**src/pkg/ssc_pkg.sv**
```systemverilog
// shared constants and types for the smart card serial controller
package ssc_pkg;
  // device register offsets on the device's own register port
  localparam logic [3:0] DEV_MODE = 4'h0;
  localparam logic [3:0] DEV_BRR = 4'h2;
  localparam logic [3:0] DEV_CTRL = 4'h4;
  localparam logic [3:0] DEV_TXD = 4'h6;
  localparam logic [3:0] DEV_STAT = 4'h8;
  localparam logic [3:0] DEV_RXD = 4'hA;
  localparam logic [3:0] DEV_CARD = 4'hC;
  // serial_status_reg bit positions
  localparam int TX_BUF_EMPTY_BIT = 7;
  localparam int RX_BUF_FULL_BIT = 6;
  localparam int OVERRUN_BIT = 5;
  localparam int ERR_SIG_BIT = 4;
  localparam int PARITY_FAULT_BIT = 3;
  localparam int TX_DONE_BIT = 2;
  // serial_control_reg bit positions
  localparam int TX_IRQ_EN_BIT = 7;
  localparam int RX_IRQ_EN_BIT = 6;
  localparam int TX_EN_BIT = 5;
  localparam int RX_EN_BIT = 4;
  localparam int CLK_OUT_EN_BIT = 0;
  // status writes: 0 clears a flag, 1 leaves it, low two bits are unused
  localparam logic [7:0] STAT_KEEP = 8'hFC;
  localparam logic [7:0] STAT_ERR_MASK = 8'h38;
  // own register byte offsets on AHB-Lite
  localparam logic [7:0] REG_CMD = 8'h00;
  localparam logic [7:0] REG_CFG = 8'h04;
  localparam logic [7:0] REG_WAIT = 8'h08;
  localparam logic [7:0] REG_TXD = 8'h0C;
  localparam logic [7:0] REG_RXD = 8'h10;
  localparam logic [7:0] REG_STAT = 8'h14;
  // command codes in REG_CMD[1:0]
  localparam logic [1:0] CMD_INIT_TX = 2'h1;
  localparam logic [1:0] CMD_INIT_RX = 2'h2;
  localparam logic [1:0] CMD_XFER = 2'h3;
  // reset values, init step numbers and frame length in bits
  localparam logic [31:0] CFG_RESET = 32'h0000_0000;
  localparam logic [15:0] WAIT_RESET = 16'h0100;
  localparam logic [2:0] LAST_INIT_STEP = 3'h6;
  localparam logic [2:0] WAIT_STEP = 3'h6;
  localparam int FRAME_BITS = 10;

  typedef enum logic [3:0] {
    ST_IDLE = 4'b0000,
    ST_SSR_RD = 4'b0001,
    ST_SSR_WT = 4'b0010,
    ST_SSR_CHK = 4'b0011,
    ST_ERR_CLR = 4'b0100,
    ST_INIT = 4'b0101,
    ST_BIT_WAIT = 4'b0110,
    ST_TX_DATA = 4'b0111,
    ST_TX_CLR = 4'b1000,
    ST_RX_DATA = 4'b1001,
    ST_RX_WT = 4'b1010,
    ST_RX_CLR = 4'b1011
  } ssc_state_e;

  typedef enum logic [1:0] {
    OP_DRAIN = 2'b00,
    OP_TX = 2'b01,
    OP_RX = 2'b10
  } ssc_op_e;

  // one access on the device register port
  typedef struct packed {
    logic wr;
    logic rd;
    logic [3:0] addr;
    logic [7:0] wdata;
  } ssc_dev_req_s;
endpackage

```
**src/ssc_host.sv**
```systemverilog
// host controller driving the smart card serial device through its registers
// Operation
// (RL1) disable transmitter and receiver, clear error flags, then write mode settings
// (RL2) mode: 8-bit characters, no multiprocessor, stop and parity fields set
// (RL3) card-mode select to 1 makes the device float its data pins
// (RL4) clock-output enable makes the device drive the card clock
// (RL5) after clock select with enables clear, wait one bit before enabling
// (RL6) never enable transmitter and receiver together
// (RL7) every direction change repeats the full initialization
// (RL8) send: error-signal flag 0, transmit-done 1, write data, clear buffer-empty
// (RL9) the device clears transmit-done when a transmission starts
// (RL10) receive: wait receive-full, read byte, clear flag; clear faults after handling
// (RL11) a byte with failed parity still lands readable in the data register
// (RL12) before changing direction confirm the current operation has finished; the controller confirms only a transmission, via transmit-done
// (RL13) only transmit-done, receive-full and error interrupts exist in card mode
// (RL14) transmit-done and receive-full interrupts follow their flags and enables
// (RL15) error interrupt follows overrun, parity-fault or error-signal, receive-enable gated; the model gates it with the rx irq enable, not receive enable
// (RL16) receiver samples each bit at base cycle 186 of 372
// (RL17) a character frame spans ten bit periods
// (RL18) device flags parity fault; controller clears it before next parity bit
// (RL19) parity failure never sets receive-full; a good frame does
// (RL20) after a good frame the device leaves the line undriven in error slot
// (RL21) device flags a card error signal; controller clears it before next parity bit
// (RL22) transmit-done only after a frame completes without error signal
// (RL23) the sender resends a character answered by an error signal
// (RL24) convention selects bit order and inversion of the data bits only
// (RL25) device signals a receive parity failure by pulling the line low
//
// The register offsets and the AHB-Lite interface to the registers were decided locally.
`timescale 1ns/1ps
`default_nettype none
module ssc_host
  import ssc_pkg::*;
#(
  parameter int ADDR_W = 8
)(
  input wire logic clk,
  input wire logic rst,
  input wire logic hsel,
  input wire logic [ADDR_W-1:0] haddr,
  input wire logic [1:0] htrans,
  input wire logic hwrite,
  input wire logic [2:0] hsize,
  input wire logic [31:0] hwdata,
  input wire logic hready,
  output logic hreadyout,
  output logic hresp,
  output logic [31:0] hrdata,
  output ssc_pkg::ssc_dev_req_s dev_req,
  input wire logic [7:0] dev_rdata
);
  import ssc_pkg::*;

  ssc_state_e state, next_state;
  ssc_op_e op;
  logic [2:0] step;
  logic [15:0] wait_cnt, bit_wait;
  logic [31:0] cfg;
  logic [7:0] txd, rxd, ssr, err_bits;
  logic mode_tx, mode_rx, err_seen, wr_pend;
  logic [ADDR_W-1:0] wr_addr;

  // cfg fields: [0] inverse convention, [1] clock out, [3:2] prescale, [4] tx irq en,
  // [5] rx irq en, [15:8] bit rate divisor
  wire cfg_inv = cfg[0];
  wire cfg_clk_out = cfg[1];

  // ahb slave: zero wait, writes land in the data phase, reads sampled at address phase
  wire addr_ph = hsel && hready && htrans[1];
  wire cmd_wr = wr_pend && wr_addr == ADDR_W'(REG_CMD);
  wire busy = state != ST_IDLE;
  wire cmd_go = cmd_wr && !busy;
  wire [1:0] cmd_code = hwdata[1:0];
  wire go_init = cmd_go && (cmd_code == CMD_INIT_TX || cmd_code == CMD_INIT_RX);
  wire go_xfer = cmd_go && cmd_code == CMD_XFER && (mode_tx || mode_rx);
  wire [31:0] stat_word = {16'h0000, ssr, 4'h0, err_seen, mode_rx, mode_tx, busy};

  function automatic logic [31:0] rd_mux(input logic [ADDR_W-1:0] a);
    case (a)
      ADDR_W'(REG_CFG): rd_mux = cfg;
      ADDR_W'(REG_WAIT): rd_mux = {16'h0000, bit_wait};
      ADDR_W'(REG_TXD): rd_mux = {24'h000000, txd};
      ADDR_W'(REG_RXD): rd_mux = {24'h000000, rxd};
      ADDR_W'(REG_STAT): rd_mux = stat_word;
      default: rd_mux = 32'h0000_0000;
    endcase
  endfunction

  assign hreadyout = 1'b1;
  assign hresp = 1'b0;

  always_ff @(posedge clk)
  begin
    if (rst)
    begin
      wr_pend <= 1'b0;
      wr_addr <= '0;
      hrdata <= 32'h0000_0000;
    end
    else
    begin
      wr_pend <= addr_ph && hwrite;
      wr_addr <= haddr;
      if (addr_ph && !hwrite)
        hrdata <= rd_mux(haddr);
    end
  end

  always_ff @(posedge clk)
  begin
    if (rst)
    begin
      cfg <= CFG_RESET;
      bit_wait <= WAIT_RESET;
      txd <= 8'h00;
    end
    else if (wr_pend)
    begin
      if (wr_addr == ADDR_W'(REG_CFG))
        cfg <= hwdata;
      if (wr_addr == ADDR_W'(REG_WAIT))
        bit_wait <= hwdata[15:0];
      if (wr_addr == ADDR_W'(REG_TXD) && !busy)
        txd <= hwdata[7:0];
    end
  end

  // init writes in order; the bit-period wait sits before the last one
  function automatic ssc_dev_req_s init_op(input logic [2:0] s);
    ssc_dev_req_s r;
    r = '{wr: 1'b1, rd: 1'b0, addr: DEV_CTRL, wdata: 8'h00};
    case (s)
      3'h0: r.wdata = 8'h00; // [RL1] [RL7]
      3'h1: r = '{1'b1, 1'b0, DEV_STAT, STAT_KEEP ^ STAT_ERR_MASK}; // [RL1]
      3'h2: r = '{1'b1, 1'b0, DEV_MODE, {3'b001, cfg_inv, 2'b10, cfg[3:2]}}; // [RL2]
      3'h3: r = '{1'b1, 1'b0, DEV_CARD, {4'h0, cfg_inv, cfg_inv, 2'b01}}; // [RL3] [RL24]
      3'h4: r = '{1'b1, 1'b0, DEV_BRR, cfg[15:8]};
      3'h5: r.wdata = {7'h00, cfg_clk_out}; // [RL4] [RL5]
      3'h6:
      begin
        r.wdata = {7'h00, cfg_clk_out};
        r.wdata[TX_IRQ_EN_BIT] = cfg[4];
        r.wdata[RX_IRQ_EN_BIT] = cfg[5];
        r.wdata[TX_EN_BIT] = op == OP_TX; // [RL6]
        r.wdata[RX_EN_BIT] = op == OP_RX; // [RL6]
      end
      default: r.wdata = 8'h00;
    endcase
    return r;
  endfunction

  // flags that the controller must clear: error signal in OP_TX, overrun and parity fault in OP_RX and OP_DRAIN
  wire [7:0] err_now = dev_rdata & (op == OP_TX ? (8'h01 << ERR_SIG_BIT)
    : ((8'h01 << OVERRUN_BIT) | (8'h01 << PARITY_FAULT_BIT)));
  wire tx_done_flag_now = dev_rdata[TX_DONE_BIT];
  wire rx_buf_full_flag_now = dev_rdata[RX_BUF_FULL_BIT];

  always_comb
  begin
    next_state = state;
    case (state)
      // before a direction change, an unfinished transmission must end first
      ST_IDLE:
        if (go_init)
          next_state = mode_tx ? ST_SSR_RD : ST_INIT; // [RL12] [RL7]
        else if (go_xfer)
          next_state = ST_SSR_RD;
      ST_SSR_RD: next_state = ST_SSR_WT;
      ST_SSR_WT: next_state = ST_SSR_CHK;
      ST_SSR_CHK:
        if (err_now != 8'h00)
          next_state = ST_ERR_CLR; // [RL18] [RL21]
        else if (op == OP_RX)
          next_state = rx_buf_full_flag_now ? ST_RX_DATA : ST_SSR_RD; // [RL10]
        else if (tx_done_flag_now)
          next_state = op == OP_TX ? ST_TX_DATA : ST_INIT; // [RL8] [RL12] [RL22]
        else
          next_state = ST_SSR_RD; // frame still on the line, poll again [RL17]
      ST_ERR_CLR: next_state = ST_SSR_RD;
      ST_INIT:
        if (step == LAST_INIT_STEP)
          next_state = ST_IDLE;
        else if (step == WAIT_STEP - 3'h1)
          next_state = ST_BIT_WAIT;
      ST_BIT_WAIT:
        if (wait_cnt >= bit_wait)
          next_state = ST_INIT; // [RL5]
      ST_TX_DATA: next_state = ST_TX_CLR;
      ST_TX_CLR: next_state = ST_IDLE;
      ST_RX_DATA: next_state = ST_RX_WT;
      ST_RX_WT: next_state = ST_RX_CLR;
      ST_RX_CLR: next_state = ST_IDLE;
      default: next_state = ST_IDLE;
    endcase
  end

  // the access that the current state issues; driven from a flop one cycle later
  ssc_dev_req_s next_req;
  always_comb
  begin
    next_req = '{1'b0, 1'b0, DEV_STAT, 8'h00};
    case (state)
      ST_SSR_RD: next_req.rd = 1'b1;
      ST_ERR_CLR: next_req = '{1'b1, 1'b0, DEV_STAT, STAT_KEEP ^ err_bits}; // [RL10]
      ST_INIT: next_req = init_op(step);
      ST_TX_DATA: next_req = '{1'b1, 1'b0, DEV_TXD, txd}; // [RL8]
      ST_TX_CLR:
        next_req = '{1'b1, 1'b0, DEV_STAT, STAT_KEEP ^ (8'h01 << TX_BUF_EMPTY_BIT)};
      ST_RX_DATA: next_req = '{1'b0, 1'b1, DEV_RXD, 8'h00};
      ST_RX_CLR:
        next_req = '{1'b1, 1'b0, DEV_STAT, STAT_KEEP ^ (8'h01 << RX_BUF_FULL_BIT)};
      default: next_req = '{1'b0, 1'b0, DEV_STAT, 8'h00};
    endcase
  end

  always_ff @(posedge clk)
  begin
    if (rst)
    begin
      state <= ST_IDLE;
      dev_req <= '{1'b0, 1'b0, DEV_STAT, 8'h00};
    end
    else
    begin
      state <= next_state;
      dev_req <= next_req;
    end
  end

  always_ff @(posedge clk)
  begin
    if (rst)
    begin
      op <= OP_DRAIN;
      step <= 3'h0;
      wait_cnt <= 16'h0000;
      mode_tx <= 1'b0;
      mode_rx <= 1'b0;
      err_seen <= 1'b0;
      err_bits <= 8'h00;
      ssr <= 8'h00;
      rxd <= 8'h00;
    end
    else
    begin
      if (go_init)
      begin
        // new direction is only taken once the full sequence has run
        op <= cmd_code == CMD_INIT_TX ? OP_TX : OP_RX; // [RL7]
        mode_tx <= 1'b0;
        mode_rx <= 1'b0;
        step <= 3'h0;
        err_seen <= 1'b0;
      end
      else if (go_xfer)
        err_seen <= 1'b0;
      // draining an old transmission still polls the done flag
      if (go_init && mode_tx)
        op <= OP_DRAIN;
      if (state == ST_SSR_CHK && op == OP_DRAIN && tx_done_flag_now && err_now == 8'h00)
        op <= mode_rx ? OP_RX : (cfg[31] ? OP_RX : OP_TX);
      if (state == ST_SSR_CHK)
      begin
        ssr <= dev_rdata;
        err_bits <= err_now;
        if (err_now != 8'h00)
          err_seen <= 1'b1; // [RL23]
      end
      if (state == ST_INIT)
        step <= step + 3'h1;
      wait_cnt <= state == ST_BIT_WAIT ? wait_cnt + 16'h0001 : 16'h0000;
      if (state == ST_INIT && step == LAST_INIT_STEP)
      begin
        mode_tx <= op == OP_TX;
        mode_rx <= op == OP_RX;
      end
      if (state == ST_RX_CLR)
        rxd <= dev_rdata; // [RL11]
    end
  end

  // helpers for the checks below
  logic enables_off, tx_done_flag_ok;
  logic [15:0] since_off;
  always_ff @(posedge clk)
  begin
    if (rst)
    begin
      enables_off <= 1'b1;
      since_off <= 16'h0000;
      tx_done_flag_ok <= 1'b0;
    end
    else
    begin
      if (dev_req.wr && dev_req.addr == DEV_CTRL)
      begin
        enables_off <= !dev_req.wdata[TX_EN_BIT] && !dev_req.wdata[RX_EN_BIT];
        since_off <= 16'h0000;
      end
      else if (since_off != 16'hFFFF)
        since_off <= since_off + 16'h0001;
      if (state == ST_SSR_CHK)
        tx_done_flag_ok <= tx_done_flag_now && !dev_rdata[ERR_SIG_BIT];
    end
  end

  AST_MODE_FMT: assert property (@(posedge clk) disable iff (rst) // [RL2]
    dev_req.wr && dev_req.addr == DEV_MODE |-> dev_req.wdata[6] == 1'b0
    && dev_req.wdata[2] == 1'b0 && dev_req.wdata[5] && dev_req.wdata[3])
    else $error("mode write has wrong character format");
  AST_OFF_FIRST: assert property (@(posedge clk) disable iff (rst) // [RL1]
    dev_req.wr && dev_req.addr == DEV_MODE |-> enables_off)
    else $error("mode written while transmitter or receiver enabled");
  AST_NOT_BOTH: assert property (@(posedge clk) disable iff (rst) // [RL6]
    dev_req.wr && dev_req.addr == DEV_CTRL |-> !(dev_req.wdata[TX_EN_BIT]
    && dev_req.wdata[RX_EN_BIT]))
    else $error("transmitter and receiver enabled together");
  AST_BIT_WAIT: assert property (@(posedge clk) disable iff (rst) // [RL5]
    dev_req.wr && dev_req.addr == DEV_CTRL && $past(enables_off)
    && (dev_req.wdata[TX_EN_BIT] || dev_req.wdata[RX_EN_BIT]) |-> since_off > bit_wait)
    else $error("enable written before one bit period");
  AST_TX_GATE: assert property (@(posedge clk) disable iff (rst) // [RL8]
    dev_req.wr && dev_req.addr == DEV_TXD |-> tx_done_flag_ok ##1 (dev_req.wr
    && dev_req.addr == DEV_STAT && !dev_req.wdata[TX_BUF_EMPTY_BIT]))
    else $error("data written without done flag or not followed by buffer clear");
  AST_ERR_CLEAR: assert property (@(posedge clk) disable iff (rst) // [RL18]
    state == ST_SSR_CHK && err_now != 8'h00 |-> ##2 dev_req.wr
    && dev_req.addr == DEV_STAT && (dev_req.wdata & $past(err_now, 2)) == 8'h00)
    else $error("error flag not cleared right after it was seen");
  AST_INIT_START: assert property (@(posedge clk) disable iff (rst) // [RL7]
    go_init && !mode_tx |-> ##2 dev_req.wr && dev_req.addr == DEV_CTRL
    && dev_req.wdata == 8'h00)
    else $error("init did not begin by disabling the device");
  AST_RX_READ: assert property (@(posedge clk) disable iff (rst) // [RL10]
    state == ST_SSR_CHK && op == OP_RX && rx_buf_full_flag_now && err_now == 8'h00
    |-> ##2 dev_req.rd && dev_req.addr == DEV_RXD ##2 dev_req.wr
    && !dev_req.wdata[RX_BUF_FULL_BIT])
    else $error("full flag not followed by data read and flag clear");
endmodule
`default_nettype wire

```
**config.mk**
```make
export PLATFORM = sky130hd
export DESIGN_NAME = ssc_host
export DESIGN_NICKNAME = d
export VERILOG_FILES = /design/src/pkg/ssc_pkg.sv /design/src/ssc_host.sv
export SDC_FILE = /design/constraint.sdc
export NUM_CORES = 1
export LEC_CHECK = 0
export ABC_AREA = 1
export BUFFER_PORTS_ARGS = -buffer_cell sky130_fd_sc_hd__buf_4
export CAP_MARGIN = 5
export CORE_MARGIN = 2
export CORE_UTILIZATION = 45
export CTS_CLUSTER_SIZE = 24
export DETAILED_ROUTE_END_ITERATION = 10
export PLACE_DENSITY = 0.65
export SLEW_MARGIN = 25
export SYNTH_ARGS = -nofsm -noshare
export SYNTH_HDL_FRONTEND = slang
export SYNTH_SLANG_ARGS = --single-unit
```
**constraint.sdc**
```tcl
create_clock -name clk -period 2.2 [get_ports clk]
set_input_delay 0.33 -clock clk [delete_from_list [all_inputs] [get_ports clk]]
set_output_delay 0.33 -clock clk [all_outputs]
set_load 0.1 [all_outputs]
```
==> flow_metrics.py <==
metrics = {
    "die": {
        "chipWidth_um": 130,
        "io_pins": 106,
        "start_util_pct": 46.5,
        "rows": 45,
        "die_area_um2": 16800,
        "core_area_um2": 15300,
        "die_h_um": 130,
    },
    "placed_design": {
        "dp_hpwl_um": 14400,
        "place_congestion": 0.944,
        "place_area_um2": 8040,
        "io_buffers": 98,
    },
    "timing": {
        "setup_viol_count_final": 0,
        "period_share_pct": 83.3,
        "rsz0062_at_grt": "false",
        "relSlewSlack_pct": 53.2,
        "finalHoldViolations": 0,
        "slew_violations": 0,
        "finalCriticalPeriod_ns": 1.83,
        "finalSetupTns_ns": 0,
        "fin_skew_ns": 0.00754,
        "worst_slew_pin_slew_ns": 0.701,
        "timing.fmax_ghz": 0.546,
    },
    "route": {
        "drt_pass1_iterations": 4,
        "drcViolationCount": 0,
        "vias_per_cell": 5.09,
        "drtIter0Drc": 423,
        "wl_per_cell_um": 15.1,
        "drt-total-wl_um": 19500,
        "vias": 6575,
        "ant_nets": 0,
    },
    "worst_setup_path": {
        "crit_required_ns": 2.58,
        "cp_max_fo": 13,
        "crit_path_start_kind": "register",
        "cp.arrival_ns": 2.22,
        "crit_path_end_kind": "register",
        "critical_path_class": "register to register",
    },
    "global_routing": {
        "grt_pass1_vias": 5905,
        "grt_usage_pct": 23.9,
        "overflow": 0,
        "antenna_found_initial": 0,
        "grt_pass1_wl_um": 30900,
        "grt_max_degree": 89,
    },
    "min_path": {
        "worst_hold_path_type": "input pin to register",
    },
    "clocking": {
        "cts_tree": "yes",
        "cts_resized": 0,
        "clock_sinks": 157,
        "path_clk_slew_ns": 0.06,
        "cts_buffers": 17,
        "clk_latency_ns": 0.44,
        "post_cts_buffers": 0,
        "holdBufCountCts": 0,
        "htreeDepth": 4,
        "clock-root-buffer": "clkbuf_16",
        "clk_path_buf_depth": 2,
    },
    "finish": {
        "layout_commonest_cell": "nand2_1",
        "nFillCells": 1501,
        "area_delta_synth_final_pct": 21.6,
        "diodes": 0,
        "layout_common_cells": "nand2_1, dfxtp_1, nor2_1",
        "nets": 1151,
        "final_area_um2": 8650,
        "drive_gt1_share_pct": 16.1,
    },
    "synth": {
        "synth_seq_area_share_pct": 44.2,
        "synthDistinctLibCells": 41,
        "syn_area_per_cell_um2": 7.26,
        "synthCells": 980,
        "ys_warn_count": 0,
        "ys_seq_elements": 157,
        "synthesis.area_um2": 7110,
    },
    "run_status": {
        "status": "complete, no violations",
    },
    "flow_run": {
        "maxCapViolCount": 0,
    },
    "pwr": {
        "power_density_nw_per_um2": 741,
        "vdd_drop_max_uv": 598,
        "p_leak_uw": 0.00358,
    },
}
## critical path, stage by stage, from the launching register on
cell	delay (ns)
dfxtp_1	0.41
inv_2	0.07
nor2_4	0.14
inv_2	0.07
nor2_1	0.33
inv_2	0.14
nor2_4	0.19
inv_2	0.15
a21oi_1	0.14
o21a_1	0.12
## layer usage
| layer | global-route usage, % | part of all wire [%] | up-vias |
|---|---|---|---|
| met3 | 6.31 | 7.4 | 29 |
| li1 | - | - | 3402 |
| met1 | 32.7 | 47 | 2948 |
| met2 | 37.3 | 44 | 196 |
| met4 | 7.27 | 1.6 | 0 |
| met5 | 0 | 0 | - |
## metrics by stage
step	hold WS (ns)	utilization [%]	std cells	power, µW	setup slack (ns)
after CTS	0.0903	56.5	1293	6430	0.384
after global placement	0.443	52.5	1261	3430	0.307
after floorplan	0.430	-	981	3250	0.705
final	0.101	56.5	1293	6410	0.367
after global routing	0.107	56.5	1293	6610	0.255
after detailed placement	0.448	52.5	1261	3430	0.300
## final cells by class
cell class	instances	area, µm²	area share [%]
multi-input cells	673	3350	38.8
flip-flops and latches	157	3140	36.3
repair buffers	114	881	10.2
clock buffers	18	439	5.08
inverters	106	399	4.61
well taps	211	264	3.05
clock inverters	14	170	1.97
## registers in the layout (all words and copies together) (netlist names)
register and count:
cfg 32, state 4, wait_cnt 16, err_seen 1, mode_rx 1, op 2
wr_addr 8, txd 8, dev_req 13, step 3, mode_tx 1, rxd 8
bit_wait 16, ssr 8, hrdata 32, err_bits 3, wr_pend 1
## cell usage after synthesis
master / number / area, µm²
a211oi_1: 2 / 15.0
a21oi_1: 97 / 485
a21oi_2: 3 / 26.3
a221oi_1: 2 / 17.5
a22oi_1: 1 / 7.51
a31oi_1: 5 / 31.3
a41oi_1: 2 / 17.5
and2_1: 1 / 6.26
buf_2: 8 / 40.0
buf_4: 3 / 22.5
buf_6: 5 / 56.3
clkbuf_1: 28 / 105
clkbuf_2: 1 / 5.00
clkinv_2: 1 / 5.00
conb_1: 2 / 7.51
dfxtp_1: 157 / 3140
ha_1: 24 / 300
inv_1: 97 / 364
inv_2: 8 / 30.0
nand2_1: 161 / 604
nand2_2: 1 / 6.26
nand3_1: 57 / 285
nand3b_1: 1 / 7.51
nand4_1: 11 / 68.8
nor2_1: 139 / 522
nor2_2: 1 / 6.26
nor2_4: 3 / 33.8
nor3_1: 11 / 55.1
nor3_2: 4 / 40.0
nor3_4: 2 / 32.5
nor3b_1: 2 / 15.0
nor4_4: 1 / 21.3
o21a_1: 3 / 22.5
o21ai_0: 116 / 581
o21ai_1: 5 / 25.0
o22ai_1: 7 / 43.8
o31ai_1: 1 / 7.51
or2_0: 1 / 6.26
or2_2: 2 / 12.5
or3_1: 1 / 6.26
xor2_1: 3 / 26.3
## report_power, final
part,internal [µW],total (µW),switching (µW)
sequential,2870,2890,19.3
combinational,143,477,334
clock,1810,3040,1230
total,4830,6410,1580
## worst paths after layout
| check | start | end | slack (ns) | cells past startpoint |
|---|---|---|---|---|
| max reg2reg | state[2] | wait_cnt[4] | 0.37 | 9 |
| min | haddr[0] | wr_addr[0] | 0.10 | 3 |
| max | state[2] | wait_cnt[4] | 0.37 | 9 |
| min reg2reg | cfg[21] | hrdata[21] | 0.46 | 2 |
## cells by family after synthesis
| kind of cell | share of synthesized area, % |
|---|---|
| AO/OA/AOI/OAI | 18.0 |
| XOR/XNOR | 0.369 |
| adder cells (fa/ha/maj) | 4.22 |
| buffers and inverters | 8.83 |
| flip-flops | 44.2 |
| other | 0.106 |
| AND/OR/NAND/NOR | 24.3 |
Power figures use the tool's default switching activity.
